<file path="src/timer_waveform_channel_consts.svh">
// Offsets, field positions, codes and reset values of the waveform channel.
// Assumes byte addresses on an 8-bit register address.
`ifndef TIMER_WAVEFORM_CHANNEL_CONSTS_SVH
`define TIMER_WAVEFORM_CHANNEL_CONSTS_SVH

// ==========================================
// Register offsets
`define TWC_CTRL_OFS 8'h00
`define TWC_MODE_OFS 8'h04
`define TWC_COUNT_OFS 8'h10
`define TWC_CMPA_OFS 8'h14
`define TWC_CMPB_OFS 8'h18
`define TWC_CMPC_OFS 8'h1c
`define TWC_STATUS_OFS 8'h20

// ==========================================
// Control command bits
`define TWC_CTRL_CLKEN 0
`define TWC_CTRL_CLKDIS 1
`define TWC_CTRL_SOFT_TRIGGER_CMD 2

// ==========================================
// Status bits
`define TWC_SR_MATCH_A 2
`define TWC_SR_MATCH_B 3
`define TWC_SR_MATCH_C 4
`define TWC_SR_EVENT 7
`define TWC_SR_CLK_ON 16
`define TWC_SR_MIRROR_A 17
`define TWC_SR_MIRROR_B 18

// ==========================================
// Field codes
`define TWC_ACT_NONE 2'h0
`define TWC_ACT_SET 2'h1
`define TWC_ACT_CLEAR 2'h2
`define TWC_ACT_TOGGLE 2'h3
`define TWC_EVT_FROM_IOB 2'h0
`define TWC_SHAPE_UP 2'h0
`define TWC_SHAPE_UP_TRIG 2'h2

// ==========================================
// Reset values
`define TWC_MODE_RST 32'h0000_0000
`define TWC_CMP_RST 16'h0000

`endif

</file>
<file path="src/timer_waveform_channel_pkg.sv">
// Types shared by the waveform channel: the mode register layout.
// Assumes the constants header is included by the user of the package.
`default_nettype none

package timer_waveform_channel_pkg;

	// Mode register, bit 31 first
	typedef struct packed {
		logic [1:0] outbOnSoftTrigger;
		logic [1:0] outbOnEvent;
		logic [1:0] outbOnMatchC;
		logic [1:0] outbOnMatchB;
		logic [1:0] outaOnSoftTrigger;
		logic [1:0] outaOnEvent;
		logic [1:0] outaOnMatchC;
		logic [1:0] outaOnMatchA;
		logic waveMode;
		logic [1:0] waveformShapeSelect;
		logic eventRestartEnable;
		logic [1:0] eventSourceSelect;
		logic [1:0] eventEdgeSelect;
		logic disableOnTopMatch;
		logic stopOnTopMatch;
		logic [1:0] gateSelect;
		logic countEdgeInvert;
		logic [2:0] clockSourceSelect;
	} mode_t;

	typedef logic [3:0][1:0] action_set_t;

endpackage

`default_nettype wire

</file>
<file path="src/timer_waveform_channel.sv">
// One 16-bit timer channel in waveform mode with its register port.
// Assumes clock and event inputs are synchronous to core_clk and
// change no faster than every second cycle.
//
// Overview of operation
// - Three-bit source picks prescaled clock or external clock; optional falling-edge count.
// - Two-bit gate field ANDs selected clock with external clock 0, 1 or 2.
// - Stop-on-top stops the counter clock when the counter reaches compare_c.
// - Disable-on-top disables the counter clock when the counter reaches compare_c.
// - Event edge field: none, rising, falling or both edges qualify an event.
// - Event source field picks chan_io_b as input or an external clock.
// - With chan_io_b as event source it is input only, no waveform.
// - Without restart enable, events only drive the output lines and the event status flag, not the counter.
// - With restart enable, each event zeroes the counter and starts its clock.
// - Shape field selects up or up/down counting; up can restart on compare_c, up/down can turn at compare_c.
// - Mode bit 15 set selects waveform operation; clear leaves waveform fields inert except the shape field, which still selects up/down counting.
// - Four action fields set, clear or toggle chan_io_a per source.
// - Four action fields set, clear or toggle chan_io_b per source.
// - Count value register is read-only and returns the live counter.
// - Compare_a and compare_b take writes only in waveform operation.
// - Reading compare_a returns its current value directly.
// - Reading compare_b returns its current value directly.
// - Reading compare_c returns its current value directly.
// - Software trigger zeroes the counter, starts its clock, fires trigger actions.
// - Compare_c match sets a sticky flag cleared by the next status read.
//
// Design decisions made here: strobed register access and the placing of the registers.
`timescale 1ns/1ps
`include "timer_waveform_channel_consts.svh"
`default_nettype none

module timer_waveform_channel
	import timer_waveform_channel_pkg::*;
#(
	parameter int CNT_W = 16
) (
	// Clock and reset
	input wire logic core_clk,
	input wire logic rst_b,
	// Register port
	input wire logic [7:0] regAddr,
	input wire logic [31:0] regWdata,
	input wire logic regWr,
	input wire logic regRd,
	output logic [31:0] regRdata,
	// Counter clock sources
	input wire logic [4:0] prescaledClk,
	input wire logic [2:0] extClk,
	// Channel lines
	input wire logic chanIoBIn,
	output logic chanIoAOut,
	output logic chanIoAOe,
	output logic chanIoBOut,
	output logic chanIoBOe
);

	// ==========================================
	// Reset release
	logic rstMeta_q;
	logic rstSync_q;
	logic rstN;

	always_ff @(posedge core_clk or negedge rst_b) begin
		if (!rst_b) begin
			rstMeta_q <= 1'b0;
			rstSync_q <= 1'b0;
		end else begin
			rstMeta_q <= 1'b1;
			rstSync_q <= rstMeta_q;
		end
	end
	assign rstN = rstSync_q;

	// ==========================================
	// Register decode
	mode_t mode_q;
	logic [CNT_W-1:0] count_q, cmpA_q, cmpB_q, cmpC_q;
	logic ctrlWr, swTrig, clkOn, clkOff, statusRd;

	assign ctrlWr = regWr && regAddr == `TWC_CTRL_OFS;
	assign swTrig = ctrlWr && regWdata[`TWC_CTRL_SOFT_TRIGGER_CMD];
	assign clkOn = ctrlWr && regWdata[`TWC_CTRL_CLKEN];
	assign clkOff = ctrlWr && regWdata[`TWC_CTRL_CLKDIS];
	assign statusRd = regRd && regAddr == `TWC_STATUS_OFS;

	always_ff @(posedge core_clk or negedge rstN) begin
		if (!rstN) begin
			mode_q <= mode_t'(`TWC_MODE_RST);
			cmpA_q <= `TWC_CMP_RST;
			cmpB_q <= `TWC_CMP_RST;
			cmpC_q <= `TWC_CMP_RST;
		end else if (regWr) begin
			case (regAddr)
				`TWC_MODE_OFS: mode_q <= mode_t'(regWdata);
				// Capture operation owns these, so software may not disturb them
				`TWC_CMPA_OFS: if (mode_q.waveMode) cmpA_q <= regWdata[CNT_W-1:0];
				`TWC_CMPB_OFS: if (mode_q.waveMode) cmpB_q <= regWdata[CNT_W-1:0];
				`TWC_CMPC_OFS: cmpC_q <= regWdata[CNT_W-1:0];
				default: ;
			endcase
		end
	end

	// ==========================================
	// Counter clock selection and gating
	logic selClk, gateOk, cntClk, prevClk_q;
	logic clkEn_q, clkRun_q, tick;

	always_comb begin
		case (mode_q.clockSourceSelect)
			3'h0: selClk = prescaledClk[0];
			3'h1: selClk = prescaledClk[1];
			3'h2: selClk = prescaledClk[2];
			3'h3: selClk = prescaledClk[3];
			3'h4: selClk = prescaledClk[4];
			3'h5: selClk = extClk[0];
			3'h6: selClk = extClk[1];
			default: selClk = extClk[2];
		endcase
		case (mode_q.gateSelect)
			2'h0: gateOk = 1'b1;
			2'h1: gateOk = extClk[0];
			2'h2: gateOk = extClk[1];
			default: gateOk = extClk[2];
		endcase
	end

	// Inverting first turns a falling source edge into a rising count edge
	assign cntClk = (selClk ^ mode_q.countEdgeInvert) & gateOk;
	assign tick = cntClk && !prevClk_q && clkEn_q && clkRun_q;

	// ==========================================
	// External event
	logic evtSig, prevEvt_q, evtRise, evtFall, evtQual, bIsInput;

	always_comb begin
		case (mode_q.eventSourceSelect)
			2'h0: evtSig = chanIoBIn;
			2'h1: evtSig = extClk[0];
			2'h2: evtSig = extClk[1];
			default: evtSig = extClk[2];
		endcase
	end

	assign bIsInput = mode_q.eventSourceSelect == `TWC_EVT_FROM_IOB;
	assign evtRise = evtSig && !prevEvt_q;
	assign evtFall = !evtSig && prevEvt_q;
	assign evtQual = mode_q.waveMode && ((mode_q.eventEdgeSelect[0] && evtRise) ||
		(mode_q.eventEdgeSelect[1] && evtFall));

	always_ff @(posedge core_clk or negedge rstN) begin
		if (!rstN) begin
			prevClk_q <= 1'b0;
			prevEvt_q <= 1'b0;
		end else begin
			prevClk_q <= cntClk;
			prevEvt_q <= evtSig;
		end
	end

	// ==========================================
	// Compares and triggers
	logic cntNew_q, matchA, matchB, matchC, autoTrig, trig;

	// Compare only on a fresh count so a parked counter matches once
	assign matchA = mode_q.waveMode && cntNew_q && count_q == cmpA_q;
	assign matchB = mode_q.waveMode && cntNew_q && count_q == cmpB_q;
	assign matchC = mode_q.waveMode && cntNew_q && count_q == cmpC_q;
	assign autoTrig = matchC && mode_q.waveformShapeSelect == `TWC_SHAPE_UP_TRIG;
	// An event restarts the counter only when restart is enabled
	assign trig = swTrig || (evtQual && mode_q.eventRestartEnable) || autoTrig;

	// ==========================================
	// Counter
	logic dirDown_q, nextDir;
	logic [CNT_W-1:0] nextCount, topVal;

	always_comb begin
		topVal = mode_q.waveformShapeSelect[1] ? cmpC_q : {CNT_W{1'b1}};
		nextDir = dirDown_q;
		if (!mode_q.waveformShapeSelect[0]) begin
			nextCount = count_q + 1'b1;
			nextDir = 1'b0;
		end else if (dirDown_q && count_q == '0) begin
			nextCount = count_q + 1'b1;
			nextDir = 1'b0;
		end else if (dirDown_q) begin
			nextCount = count_q - 1'b1;
		end else if (count_q >= topVal) begin
			nextCount = count_q - 1'b1;
			nextDir = 1'b1;
		end else begin
			nextCount = count_q + 1'b1;
		end
	end

	always_ff @(posedge core_clk or negedge rstN) begin
		if (!rstN) begin
			count_q <= '0;
			dirDown_q <= 1'b0;
			cntNew_q <= 1'b0;
		end else if (trig) begin
			count_q <= '0;
			dirDown_q <= 1'b0;
			cntNew_q <= 1'b0;
		end else begin
			cntNew_q <= tick;
			if (tick) begin
				count_q <= nextCount;
				dirDown_q <= nextDir;
			end
		end
	end

	// ==========================================
	// Counter clock enable and run state
	// Disable needs a new enable command and a trigger; stop only needs a trigger
	always_ff @(posedge core_clk or negedge rstN) begin
		if (!rstN) begin
			clkEn_q <= 1'b0;
		end else if (clkOff || (matchC && mode_q.disableOnTopMatch)) begin
			clkEn_q <= 1'b0;
		end else if (clkOn) begin
			clkEn_q <= 1'b1;
		end
	end

	always_ff @(posedge core_clk or negedge rstN) begin
		if (!rstN) begin
			clkRun_q <= 1'b0;
		end else if (matchC && (mode_q.stopOnTopMatch || mode_q.disableOnTopMatch)) begin
			clkRun_q <= 1'b0;
		end else if (trig) begin
			clkRun_q <= 1'b1;
		end
	end

	// ==========================================
	// Sticky status flags, set wins over the read clear
	logic [3:0] flag_q, flagSet;

	assign flagSet = {evtQual, matchC, matchB, matchA};
	always_ff @(posedge core_clk or negedge rstN) begin
		if (!rstN) begin
			flag_q <= '0;
		end else begin
			flag_q <= (statusRd ? 4'h0 : flag_q) | flagSet;
		end
	end

	// ==========================================
	// Output lines
	action_set_t actSel [2];
	logic [3:0] fire [2];
	logic [1:0] ioLevel;

	assign actSel[0] = {mode_q.outaOnSoftTrigger, mode_q.outaOnEvent,
		mode_q.outaOnMatchC, mode_q.outaOnMatchA};
	assign actSel[1] = {mode_q.outbOnSoftTrigger, mode_q.outbOnEvent,
		mode_q.outbOnMatchC, mode_q.outbOnMatchB};
	assign fire[0] = mode_q.waveMode ? {swTrig, evtQual, matchC, matchA} : 4'h0;
	// An input line produces no waveform at all
	assign fire[1] = (mode_q.waveMode && !bIsInput) ?
		{swTrig, evtQual, matchC, matchB} : 4'h0;

	for (genvar i = 0; i < 2; i++) begin : g_line
		logic [1:0] act;
		logic out_q;

		// Later sources win: software trigger over event over compare_c over own compare
		always_comb begin
			act = `TWC_ACT_NONE;
			for (int k = 0; k < 4; k++) begin
				if (fire[i][k]) begin
					act = actSel[i][k];
				end
			end
		end

		always_ff @(posedge core_clk or negedge rstN) begin
			if (!rstN) begin
				out_q <= 1'b0;
			end else begin
				case (act)
					`TWC_ACT_SET: out_q <= 1'b1;
					`TWC_ACT_CLEAR: out_q <= 1'b0;
					`TWC_ACT_TOGGLE: out_q <= !out_q;
					default: ;
				endcase
			end
		end
		assign ioLevel[i] = out_q;
	end

	assign chanIoAOut = ioLevel[0];
	assign chanIoBOut = ioLevel[1];
	assign chanIoAOe = mode_q.waveMode;
	assign chanIoBOe = mode_q.waveMode && !bIsInput;

	// ==========================================
	// Read data, valid only in the cycle after the strobe
	logic [31:0] statusWord;

	always_comb begin
		statusWord = '0;
		statusWord[`TWC_SR_MATCH_A] = flag_q[0];
		statusWord[`TWC_SR_MATCH_B] = flag_q[1];
		statusWord[`TWC_SR_MATCH_C] = flag_q[2];
		statusWord[`TWC_SR_EVENT] = flag_q[3];
		statusWord[`TWC_SR_CLK_ON] = clkEn_q;
		statusWord[`TWC_SR_MIRROR_A] = ioLevel[0];
		statusWord[`TWC_SR_MIRROR_B] = ioLevel[1];
	end

	always_ff @(posedge core_clk or negedge rstN) begin
		if (!rstN) begin
			regRdata <= '0;
		end else if (regRd) begin
			case (regAddr)
				`TWC_MODE_OFS: regRdata <= mode_q;
				`TWC_COUNT_OFS: regRdata <= 32'(count_q);
				`TWC_CMPA_OFS: regRdata <= 32'(cmpA_q);
				`TWC_CMPB_OFS: regRdata <= 32'(cmpB_q);
				`TWC_CMPC_OFS: regRdata <= 32'(cmpC_q);
				`TWC_STATUS_OFS: regRdata <= statusWord;
				default: regRdata <= '0;
			endcase
		end else begin
			regRdata <= '0;
		end
	end
endmodule

`default_nettype wire

</file>
<file path="config.mk">
export PLATFORM = sky130hd
export DESIGN_NAME = timer_waveform_channel
export DESIGN_NICKNAME = d
export VERILOG_FILES = /design/src/timer_waveform_channel_pkg.sv /design/src/timer_waveform_channel.sv
export VERILOG_INCLUDE_DIRS = /design/src
export SDC_FILE = /design/constraint.sdc
export NUM_CORES = 1
export LEC_CHECK = 0
export ABC_AREA = 1
export BUFFER_PORTS_ARGS = -buffer_cell sky130_fd_sc_hd__buf_4
export CORE_ASPECT_RATIO = 1.75
export CORE_MARGIN = 2
export CORE_UTILIZATION = 45
export CTS_BUF_LIST = sky130_fd_sc_hd__clkbuf_2 sky130_fd_sc_hd__clkbuf_4 sky130_fd_sc_hd__clkbuf_8
export CTS_CLUSTER_DIAMETER = 30
export DETAILED_ROUTE_END_ITERATION = 8
export HOLD_SLACK_MARGIN = 0.12
export PLACE_DENSITY = 0.6
export SYNTH_ARGS = -nofsm -noshare
export SYNTH_HDL_FRONTEND = slang
export SYNTH_SLANG_ARGS = --single-unit
</file>
<file path="constraint.sdc">
create_clock -name core_clk -period 9 [get_ports core_clk]
set_input_delay 0 -clock core_clk [delete_from_list [all_inputs] [get_ports core_clk]]
set_output_delay 0 -clock core_clk [all_outputs]
set_load 0.02 [all_outputs]
</file>
======== Word-level counts from Yosys, hierarchy flattened ========
Cells that the tools add are included.
storage, ports and cells
  register bits ........................... 142
  input bits .............................. 53
cells by class
  reductions and logical operators ........ 48
  mux-type cells .......................... 36
  order comparisons ....................... 1
  bitwise logic cells ..................... 3
  equality and inequality tests ........... 26
  add/sub/neg operators ................... 2
operators with widths
  cell                                                 count
  one-hot mux 32 bit (6 select lines)                  1
  two-way mux 16 bit                                   7
  equality test 16 bit                                 3
  equality test 8 x 5 -> 1 bit, second input constant  4
  two-way mux 32 bit                                   1
  logical AND 1 bit                                    23
  adder 16 x 1 -> 16 bit, second input constant        1
  >= comparator 16 bit                                 1
  logical NOT 16 bit                                   1
  two-way mux 2 bit                                    8
  subtractor 16 x 1 -> 16 bit, second input constant   1
  equality test 2 bit, second input constant           7
  two-way mux 4 bit                                    3
  one-hot mux 1 bit (3 select lines)                   4
  two-way mux 1 bit                                    11
  equality test 3 bit, second input constant           3
  equality test 2 x 1 -> 1 bit, second input constant  4
  equality test 8 x 3 -> 1 bit, second input constant  1
  equality test 8 x 6 -> 1 bit, second input constant  1
  logical NOT 8 bit                                    1
  one-hot mux 1 bit (7 select lines)                   1
  equality test 3 x 2 -> 1 bit, second input constant  2
  logical NOT 1 bit                                    6
  AND reduction 3 bit                                  2
  other kinds (10)                                     19

======== Logic depth before layout (Yosys ltp) ========
Gate-level depths: netlist of the first run.
  word-level depth ........................ 14
  mapped depth ............................ 16
  gate-level depth less buffers ........... 15

======== Worst setup path before layout of the first run ========
Ideal clock, no wire load.
  kind .................................... register to register
  from .................................... register mode_q[14] in the netlist's numbering
  to ...................................... register count_q[10]
  path buffers ............................ 2
  slack ................................... 6729 ps
  stages on the path, launching flop included .. 16
  clock period less this slack ............ 2271 ps
  arrival time ............................ 2149 ps
  required time ........................... 8878 ps
  cells stage by stage .................... dfrtp_1 > inv_1 > clkbuf_1 > nor2_1 > ha_1 > nand2_1 > inv_1 > o21ai_0 > nand3_1 > nor2_1 > nand2_1 > nand3_1 > buf_2 > nand2_1 > o211ai_2 > nand2_1
between the ends
  cells in the longest elaborated chain, start to end .. 8
  elaborated cells on any way between the ends .. 12
RTL lines
  item                    line                           source
  start, declared         timer_waveform_channel.sv:76   mode_t mode_q;
  start signal, assigned  timer_waveform_channel.sv:88   mode_q <= mode_t'(`TWC_MODE_RST);
  start signal, assigned  timer_waveform_channel.sv:94   `TWC_MODE_OFS: mode_q <= mode_t'(regWdata);
  two-way mux 16 bit      timer_waveform_channel.sv:179  topVal = mode_q.waveformShapeSelect[1] ? cmpC_q : {CNT_W{1'b1}};
  >= comparator 16 bit    timer_waveform_channel.sv:189  end else if (count_q >= topVal) begin
  two-way mux 16 bit      timer_waveform_channel.sv:189
  two-way mux 16 bit      timer_waveform_channel.sv:187  end else if (dirDown_q) begin
  two-way mux 16 bit      timer_waveform_channel.sv:184  end else if (dirDown_q && count_q == '0) begin
  two-way mux 16 bit      timer_waveform_channel.sv:181  if (!mode_q.waveformShapeSelect[0]) begin
  two-way mux 16 bit      timer_waveform_channel.sv:208  if (tick) begin
  two-way mux 16 bit      timer_waveform_channel.sv:202  end else if (trig) begin
  end signal, assigned    timer_waveform_channel.sv:209  count_q <= nextCount;
  end, declared           timer_waveform_channel.sv:77   logic [CNT_W-1:0] count_q, cmpA_q, cmpB_q, cmpC_q;
Several ways; a longest one is shown, not always the timed one. The select of a mux whose other input is x is not followed.
A chain may end at the register's enable or synchronous reset.

======== Worst setup path in the final report of the first run ========
  from .................................... register mode_q[14] in the netlist's numbering
  to ...................................... register count_q[7]
Same word-level chain as after synthesis.

==> results.sh, run 1 <==
export IMPL_fin_skew_ps=18.0
export IMPL_setup_violations=0
export IMPL_synth_edf_count=0
export IMPL_drtIter0Drc=485
export IMPL_cts_buffers=17
export IMPL_leakage_uw=0.00504
export IMPL_cp_required_ps=9360
export IMPL_rsz0062_at_grt="no"
export IMPL_globalRouteOverflowTotal=0
export IMPL_synthCells=1096
export IMPL_diodes=0
export IMPL_worst_pin_slew_ps=1080
export IMPL_synth_flop_cell="dfrtp_1"
export IMPL_slew_limit_headroom=0.277
export IMPL_placement_io_buffers=88
export IMPL_viasPerCell=5.41
export IMPL_hold_viol_final=0
export IMPL_cp_max_fo=21
export IMPL_track_usage=0.303
export IMPL_antenna_found_initial=0
export IMPL_clkTransAtPathRegs_ps=90
export IMPL_cts_root_buf="clkbuf_8"
export IMPL_synth_largest_area_cell="dfrtp_1"
export IMPL_maxSlewViolCount=0
export IMPL_io_pins=89
export IMPL_synth_top_area_frac=0.434
export IMPL_p_per_area_mw_per_mm2=133
export IMPL_clock_sinks=142
export IMPL_drive_gt1_frac=0.127
export IMPL_syn_avg_cell_area_um2=7.47
export IMPL_worstSetupStartpointType="flop"
export IMPL_final_setup_tns_ps=0
export IMPL_dp_hpwl_um=21400
export IMPL_initial_core_util=0.456
export IMPL_final_util=0.546
export IMPL_htree_levels=4
export IMPL_cts_path_max_buffers=2
export IMPL_yosysSeqAreaShare=0.434
export IMPL_vias=7884
export IMPL_row_count=65
export IMPL_yosys_top_cells_area="dfrtp_1 (43%), nand2_1 (13%), o21ai_0 (6.2%)"
export IMPL_ys_types=45
export IMPL_die_area_mm2=0.0193
export IMPL_status="finished, final reports clean"
export IMPL_fin_crit_sh=0.352
export IMPL_worstSetupPathType="flop to flop"
export IMPL_die_x_um=106
export IMPL_dpl_worst_slack_ps=5830
export IMPL_period_minus_slack_ps=3170
export IMPL_wl_per_cell_um=19.2
export IMPL_ant_nets=0
export IMPL_hold_class="primary input to flop"
export IMPL_worstPathArrival_ps=3530
export IMPL_syn2layout_area_growth_pct=19.8
export IMPL_die_h_um=182
export IMPL_syn_area_mm2=0.00819
export IMPL_fp_coreArea_mm2=0.0180
export IMPL_worstSetupEndpointType="flop"
export IMPL_gp_congestion=0.979
export IMPL_wirelength_um=27900
export IMPL_synth_fp_nets=1168
export IMPL_yosys_warnings=0
export IMPL_firstDrtPassIters=5
export IMPL_nNetsFinal=1282
export IMPL_grt_max_degree=63
export IMPL_grt_pass1_wl_um=43700
export IMPL_cts_tree="built"
export IMPL_postCtsSetupBuffers=0
export IMPL_fmax_mhz=316
export IMPL_grt_pass1_vias=8160
export IMPL_synth_seq_cells=142
export IMPL_fin_ws_ps=5830
export IMPL_rrSetupSlack_ps=5830
export IMPL_irDropWorstVdd_uv=121
export IMPL_clk_latency_ps=470
export IMPL_drc=0
export IMPL_cap_violations=0
export IMPL_async_flop_share=1.00
export IMPL_timing_hold_ws_ps=229
## layout make-up
class / count / area, µm²
fillers: 1783 / 8160
multi-input cells: 772 / 3910
flip-flops and latches: 142 / 3560
repair buffers: 134 / 1110
inverters: 143 / 537
clock buffers: 22 / 297
well taps: 234 / 293
clock inverters: 9 / 110
## routing by layer
| metal | global-route usage | up-vias | routed length, µm |
|---|---|---|---|
| li1 | - | 3785 | - |
| met1 | 0.322 | 3709 | 9960 |
| met2 | 0.529 | 282 | 14500 |
| met3 | 0.0475 | 108 | 1260 |
| met4 | 0.236 | 0 | 2190 |
| met5 | 0 | - | 0 |
## path summary, 6_finish.rpt
kind                                         from                      to  depth (start not counted)
max in group asynchronous          rstN$_DFF_PN0_   cmpB_q[0]$_DFFE_PN0P_                          2
hold / removal                              regWr   mode_q[2]$_DFFE_PN0P_                          5
min in group asynchronous          rstN$_DFF_PN0_  regRdata[27]$_DFF_PN0_                          0
setup / recovery           mode_q[14]$_DFFE_PN0P_  count_q[7]$_DFFE_PN0P_                         14
setup reg to reg           mode_q[14]$_DFFE_PN0P_  count_q[7]$_DFFE_PN0P_                         14
hold reg to reg                    rstN$_DFF_PN0_  regRdata[27]$_DFF_PN0_                          0
## power by group
group,switching [µW],internal (µW),total (µW)
Sequential,17.8,652,670
Clock,247,277,524
Combinational,58.6,47.8,106
## cells by family (layout without fill, tap and decap cells)
logic type,count (synthesis),in the layout,synth area share
buffers and inverters,182,308,0.0897
muxes,2,2,0.00275
adders and majority gates,19,19,0.0290
xor gates and xnor gates,33,33,0.0353
AOI/OAI and AO/OA,202,202,0.140
other,1,1,0.000458
and+or+nand+nor,515,515,0.269
DFF,142,142,0.434
## worst max-delay path: stages, from the launching register on
cell     delay [ps]
dfrtp_1         420
inv_1           380
nor2_1          100
ha_1            330
nand4_1         110
nor3_1          150
nor2_1           50
nand2_1          70
nand2_1          40
nand2_1         110
nand3_1         600
inv_1           450
nand2_1          90
nand3_1          90
o21ai_1          60
## cells in the mapped netlist (6+ instances only)
| cell | count |
|---|---|
| a21oi_1 | 31 |
| a31oi_1 | 11 |
| buf_2 | 14 |
| buf_4 | 6 |
| clkbuf_1 | 18 |
| dfrtp_1 | 142 |
| ha_1 | 19 |
| inv_1 | 129 |
| inv_2 | 9 |
| nand2_1 | 274 |
| nand3_1 | 56 |
| nand4_1 | 18 |
| nor2_1 | 123 |
| nor3_1 | 16 |
| o21ai_0 | 101 |
| o21ai_1 | 9 |
| o22ai_1 | 27 |
| xnor2_1 | 6 |
| xor2_1 | 27 |
## layout by cell type (no fill, tap or decap), drive strengths merged
cell,count
a211oi,5
a21oi,31
a221oi,3
a22o,1
a22oi,1
a31oi,11
and3,2
buf,91
bufinv,2
clkbuf,22
clkinv,9
clkinvlp,3
conb,1
dfrtp,142
dlygate4sd3,43
ha,19
inv,138
mux2,2
nand2,278
nand3,58
nand3b,3
nand4,20
nor2,126
nor3,17
nor3b,3
nor4,3
o2111ai,2
o211ai,9
o21ai,112
o22ai,27
or2,5
xnor2,6
xor2,27
## per-stage QoR
step           instances  cell area [µm²]  power [µW]
2_1_floorplan       1096             8190         727
5_1_grt             1456             9810        1360
3_5_place_dp        1382             8970         773
3_3_place_gp        1382             8970         772
6_report            1456             9810        1300
4_1_cts             1456             9810        1310
## flip-flops by register name (all words and copies together), names as in the netlist, 4 cells and up
register	cells
regRdata	32
actSel	16
cmpA_q	16
cmpB_q	16
cmpC_q	16
count_q	16
mode_q	15
flag_q	4
## what timing repair did
| item | in CTS | in global routing |
|---|---|---|
| setup endpoints to repair | 0 | 0 |
| endpoints found under the hold margin | 108 | 0 |
| hold buffers | 43 | 0 |
| resized for setup | 0 | 0 |
(Power assumes the default switching activity.)
==> inputs of run 2 (changes only) <==
Clock period 9 ns to 3.3 ns, I/O delays scaled along.
==> run 2 against run 1 <==
Against the previous run:
- clock skew shrank 1.4 ps
- hold slack better by 34 ps
- non-clock buffer count rose by 13
- worst setup slack lost 5600 ps
- wire length grew 2.3%
- combinational power increased to 2.8 times the previous value
- sequential cell count unchanged
- global-route usage increased by 0.61 points
- via count is 0.82% higher
- die area is the same
==> results.sh, run 2 (synthesis results as in run 1) <==
export IMPL_status="finished, final reports clean"
export IMPL_gp_congestion=1.01
export IMPL_rrSetupSlack_ps=220
export IMPL_wirelength_um=28600
export IMPL_min_to="regRdata[12]$_DFF_PN0_"
export IMPL_grt_pass1_wl_um=44900
export IMPL_grt_pass1_vias=8185
export IMPL_drtIter0Drc=601
export IMPL_track_usage=0.309
export IMPL_cp_cell_sequence="inv_1 > o21ai_0 > a21oi_1 > a31oi_1 > dlygate4sd3_1 > nand2_2 > dlygate4sd3_1 > nor2_4 > nand2_4 > nor2_8 > nand2_1 > o21ai_0"
export IMPL_worst_pin_slew_ps=747
export IMPL_worst_path_buf_inv=3
export IMPL_r2r_start="mode_q[4]$_DFFE_PN0P_"
export IMPL_antenna_found_initial=0
export IMPL_cp_required_ps=3670
export IMPL_firstDrtPassIters=6
export IMPL_leakage_uw=0.00510
export IMPL_clkTransAtPathRegs_ps=80
export IMPL_syn2layout_area_growth_pct=21.3
export IMPL_regMostFlops="regRdata"
export IMPL_placed_area_mm2=0.00908
export IMPL_slew_limit_headroom=0.499
export IMPL_period_minus_slack_ps=3080
export IMPL_nNetsFinal=1295
export IMPL_largest_reg_flops=32
export IMPL_worstSetupStartpointType="flop"
export IMPL_cpMaxStageDelayCell="dlygate4sd3_1"
export IMPL_die_x_um=106
export IMPL_clk_latency_ps=480
export IMPL_wl_per_cell_um=19.4
export IMPL_drc=0
export IMPL_mostFrequentLayoutCell="nand2_1"
export IMPL_fmax_mhz=325
export IMPL_path_delay_family="buffers and inverters"
export IMPL_cts_buffers=17
export IMPL_fin_skew_ps=16.6
export IMPL_cp_max_fo=18
export IMPL_die_area_mm2=0.0193
export IMPL_maxSlewViolCount=0
export IMPL_grt_max_degree=68
export IMPL_worstHoldPathCells=5
export IMPL_p_per_area_mw_per_mm2=364
export IMPL_drive_gt1_frac=0.136
export IMPL_ant_nets=0
export IMPL_setup_violations=0
export IMPL_p_total_uw=3610
export IMPL_hold_class="primary input to flop"
export IMPL_dp_hpwl_um=22000
export IMPL_seq_area_mm2=0.00356
export IMPL_fin_crit_sh=0.933
export IMPL_worstSetupEndpointType="flop"
export IMPL_cap_violations=0
export IMPL_cts_path_max_buffers=2
export IMPL_cts_root_buf="clkbuf_8"
export IMPL_viasPerCell=5.41
export IMPL_cp_slowest_stage_delay_ps=590
export IMPL_placement_io_buffers=88
export IMPL_io_pins=89
export IMPL_fp_coreArea_mm2=0.0180
export IMPL_vias=7949
export IMPL_diodes=0
export IMPL_die_h_um=182
export IMPL_stdcell_area_mm2=0.00993
export IMPL_irDropWorstVdd_uv=277
export IMPL_multi_input_area_mm2=0.00391
export IMPL_final_setup_tns_ps=0
export IMPL_r2r_end="count_q[1]$_DFFE_PN0P_"
export IMPL_clock_sinks=142
export IMPL_cts_tree="built"
export IMPL_hold_viol_final=0
export IMPL_fillCellCount=1826
export IMPL_row_count=65
export IMPL_initial_core_util=0.456
export IMPL_htree_levels=4
export IMPL_final_cell_mix="nand2_1 (273), dfrtp_1 (141), inv_1 (129)"
export IMPL_cts_resized=0
export IMPL_worstSetupPathType="flop to flop"
export IMPL_worstPathArrival_ps=3440
export IMPL_rsz0062_at_grt="no"
export IMPL_reg2reg_depth=12
export IMPL_globalRouteOverflowTotal=0
export IMPL_min_delay_start="regAddr[4]"
[run 2: per-layer routing]
layer	vias up	GRT usage	share of wire
met5	-	0	0
met4	0	0.185	0.062
met3	85	0.0514	0.041
met2	268	0.555	0.53
met1	3785	0.337	0.37
li1	3811	-	-
[run 2: power breakdown]
part	switching [µW]	total [µW]	internal [µW]
sequential	50.5	1830	1780
clock	725	1490	766
combinational	161	295	134
total	937	3610	2680
[run 2: layout make-up]
class,count,area share
clock buffer,19,0.0251
multi-input combinational,772,0.393
tap,234,0.0295
inverter,143,0.0540
timing repair buffer,147,0.123
clock inverter,13,0.0166
sequential,142,0.358
[run 2: through the flow]
step	setup WS, ps	hold slack, ps	utilization	cells
2_1_floorplan	942	-296	-	1096
6_report	221	263	0.553	1470
4_1_cts	232	220	0.553	1470
3_3_place_gp	697	-218	0.505	1394
5_1_grt	26.1	266	0.553	1470
3_5_place_dp	624	-215	0.505	1394
[run 2: worst max-delay path by stage]
stage                                      start  cells after the start                       to  slack [ps]
after CTS                  mode_q[4]$_DFFE_PN0P_                     12   count_q[1]$_DFFE_PN0P_         230
after global routing       mode_q[4]$_DFFE_PN0P_                     12   count_q[1]$_DFFE_PN0P_          30
final                      mode_q[4]$_DFFE_PN0P_                     12   count_q[1]$_DFFE_PN0P_         220
after detailed placement  mode_q[14]$_DFFE_PN0P_                     15  count_q[12]$_DFFE_PN0P_         620
after floorplan                   rstN$_DFF_PN0_                      0    actSel[0]$_DFFE_PN0P_         940
after global placement    mode_q[14]$_DFFE_PN0P_                     15  count_q[13]$_DFFE_PN0P_         700
[run 2: what timing repair did]
item / in CTS / in global routing
hold buffers: 44 / 0
hold endpoints to repair: 123 / 0
setup buffers: 0 / 0
[run 2: worst register-to-register path, delay by kind of cell (launching register included)]
| family | cells | cell delay [ps] |
|---|---|---|
| AO/OA/AOI/OAI | 4 | 610 |
| buffers and inverters | 3 | 1270 |
| AND/OR/NAND/NOR | 5 | 720 |
| flip-flops | 1 | 380 |
==> inputs of run 3 (changes only) <==
Settings changed: CORE_ASPECT_RATIO 1.75 to 0.7.
==> run 3 against run 2 <==
Against the previous run:
- worst setup slack lost 83 ps
- global-route usage shrank 0.38 points
- clock skew rose by 2.0 ps
- sequential cell count did not move
- final area rose by 0.96%
- critical endpoint unchanged
==> results.sh, run 3 (synthesis results as in run 1) <==
export IMPL_status="finished, final reports clean"
export IMPL_antenna_found_initial=0
export IMPL_drtIter0Drc=853
export IMPL_placement_io_buffers=88
export IMPL_dp_hpwl_um=21100
export IMPL_row_count=41
export IMPL_seqPwrFrac=0.504
export IMPL_fin_ws_ps=138
export IMPL_r2r_end="count_q[1]$_DFFE_PN0P_"
export IMPL_mostFrequentLayoutCell="nand2_1"
export IMPL_hold_viol_final=0
export IMPL_cts_tree="built"
export IMPL_cap_violations=0
export IMPL_gp_congestion=0.985
export IMPL_min_delay_start="regAddr[3]"
export IMPL_irDropWorstVdd_uv=230
export IMPL_worstSetupStartpointType="flop"
export IMPL_leakage_uw=0.00516
export IMPL_die_area_mm2=0.0193
export IMPL_final_setup_tns_ps=0
export IMPL_fp_coreArea_mm2=0.0179
export IMPL_cpMaxStageDelayCell="dlygate4sd3_1"
export IMPL_clockPowerShare=0.412
export IMPL_cp_cell_sequence="inv_1 > o21ai_0 > a21oi_1 > a31oi_1 > dlygate4sd3_1 > nand2_2 > dlygate4sd3_1 > nor2_4 > nand2_4 > nor2_8 > nand2_1 > o21ai_0"
export IMPL_fin_skew_ps=18.6
export IMPL_pwr_share_comb=0.083
export IMPL_p_sw_uw=1050
export IMPL_fmax_mhz=316
export IMPL_globalRouteOverflowTotal=0
export IMPL_final_cell_mix="nand2_1 (273), dfrtp_1 (141), inv_1 (129)"
export IMPL_period_minus_slack_ps=3160
export IMPL_ant_nets=0
export IMPL_postCtsSetupBuffers=0
export IMPL_cp_max_fo=18
export IMPL_grt_max_degree=68
export IMPL_wl_per_cell_um=19.1
export IMPL_nNetsFinal=1304
export IMPL_cts_resized=0
export IMPL_drive_gt1_frac=0.136
export IMPL_largest_reg_flops=32
export IMPL_initial_core_util=0.457
export IMPL_p_per_area_mw_per_mm2=362
export IMPL_min_to="regRdata[2]$_DFF_PN0_"
export IMPL_setup_violations=0
export IMPL_worstSetupEndpointType="flop"
export IMPL_clkTransAtPathRegs_ps=100
export IMPL_clock_sinks=142
export IMPL_wirelength_um=28300
export IMPL_maxSlewViolCount=0
export IMPL_rsz0062_at_grt="no"
export IMPL_diodes=0
export IMPL_worstHoldPathCells=6
export IMPL_syn2layout_area_growth_pct=22.4
export IMPL_htree_levels=4
export IMPL_rrSetupSlack_ps=140
export IMPL_cts_buffers=17
export IMPL_die_h_um=117
export IMPL_worst_pin_slew_ps=693
export IMPL_track_usage=0.305
export IMPL_drc=0
export IMPL_r2r_start="mode_q[4]$_DFFE_PN0P_"
export IMPL_reg2reg_depth=12
export IMPL_worstPathArrival_ps=3530
export IMPL_intPower_uw=2580
export IMPL_worstSetupPathType="flop to flop"
export IMPL_regMostFlops="regRdata"
export IMPL_final_util=0.560
export IMPL_cp_required_ps=3670
export IMPL_firstDrtPassIters=5
export IMPL_hold_class="primary input to flop"
export IMPL_grt_pass1_vias=7216
export IMPL_dpl_worst_slack_ps=529
export IMPL_die_x_um=165
export IMPL_clk_latency_ps=470
export IMPL_timing_hold_ws_ps=256
export IMPL_grt_pass1_wl_um=43400
export IMPL_viasPerCell=5.41
export IMPL_vias=8016
export IMPL_p_sw_frac=0.289
export IMPL_cts_path_max_buffers=2
export IMPL_fillCellCount=1756
export IMPL_cp_slowest_stage_delay_ps=600
export IMPL_io_pins=89
export IMPL_slew_limit_headroom=0.535
export IMPL_cts_root_buf="clkbuf_8"
export IMPL_fin_crit_sh=0.958
[run 3: worst max path at each step]
stage | cells past startpoint | to | startpoint
after floorplan | 0 | actSel[0]$_DFFE_PN0P_ | rstN$_DFF_PN0_
after global placement | 15 | count_q[13]$_DFFE_PN0P_ | mode_q[14]$_DFFE_PN0P_
after detailed placement | 15 | count_q[12]$_DFFE_PN0P_ | mode_q[14]$_DFFE_PN0P_
after CTS | 12 | count_q[1]$_DFFE_PN0P_ | mode_q[4]$_DFFE_PN0P_
after global routing | 12 | count_q[1]$_DFFE_PN0P_ | mode_q[4]$_DFFE_PN0P_
final | 12 | count_q[1]$_DFFE_PN0P_ | mode_q[4]$_DFFE_PN0P_
[run 3: critical path, delay by kind of cell, from the launching register on]
family | cells | cell delay (ps)
AOI/OAI and AO/OA | 4 | 570
buffers and inverters | 3 | 1310
DFF | 1 | 440
and+or+nand+nor | 5 | 720
[run 3: area by class of cell]
class | count | area (µm²) | area share
Clock buffer | 18 | 248 | 0.0247
Clock inverter | 14 | 171 | 0.0171
Sequential cell | 142 | 3560 | 0.355
Tap cell | 236 | 295 | 0.0294
Inverter | 143 | 537 | 0.0535
Timing Repair Buffer | 156 | 1310 | 0.131
Multi-Input combinational cell | 772 | 3910 | 0.389
[run 3: metal layers]
layer	track usage	up-vias	part of all wire
met2	0.409	384	0.40
li1	-	3837	-
met1	0.479	3773	0.49
met4	0.0736	0	0.011
met5	0	-	0
met3	0.0839	22	0.10
[run 3: per-stage QoR]
stage	std cells	instance area, µm²	power (µW)
final	1481	10000	3630
after CTS	1481	10000	3650
after floorplan	1096	8190	1980
after detailed placement	1397	9090	2110
after global placement	1397	9090	2110
after global routing	1481	10000	3760
[run 3: power by group through the flow]
stage	Sequential [µW]	Clock, µW	Combinational, µW
3_5_place_dp	1860	0	251
4_1_cts	1830	1520	300
3_3_place_gp	1860	0	249
6_report	1830	1500	302
2_1_floorplan	1860	0	125
5_1_grt	1840	1590	338
[run 3: timing repair]
| action | CTS | global route |
|---|---|---|
| hold buffers | 52 | 0 |
| endpoints found under the setup margin | 0 | 1 |
| endpoints found under the hold margin | 104 | 0 |
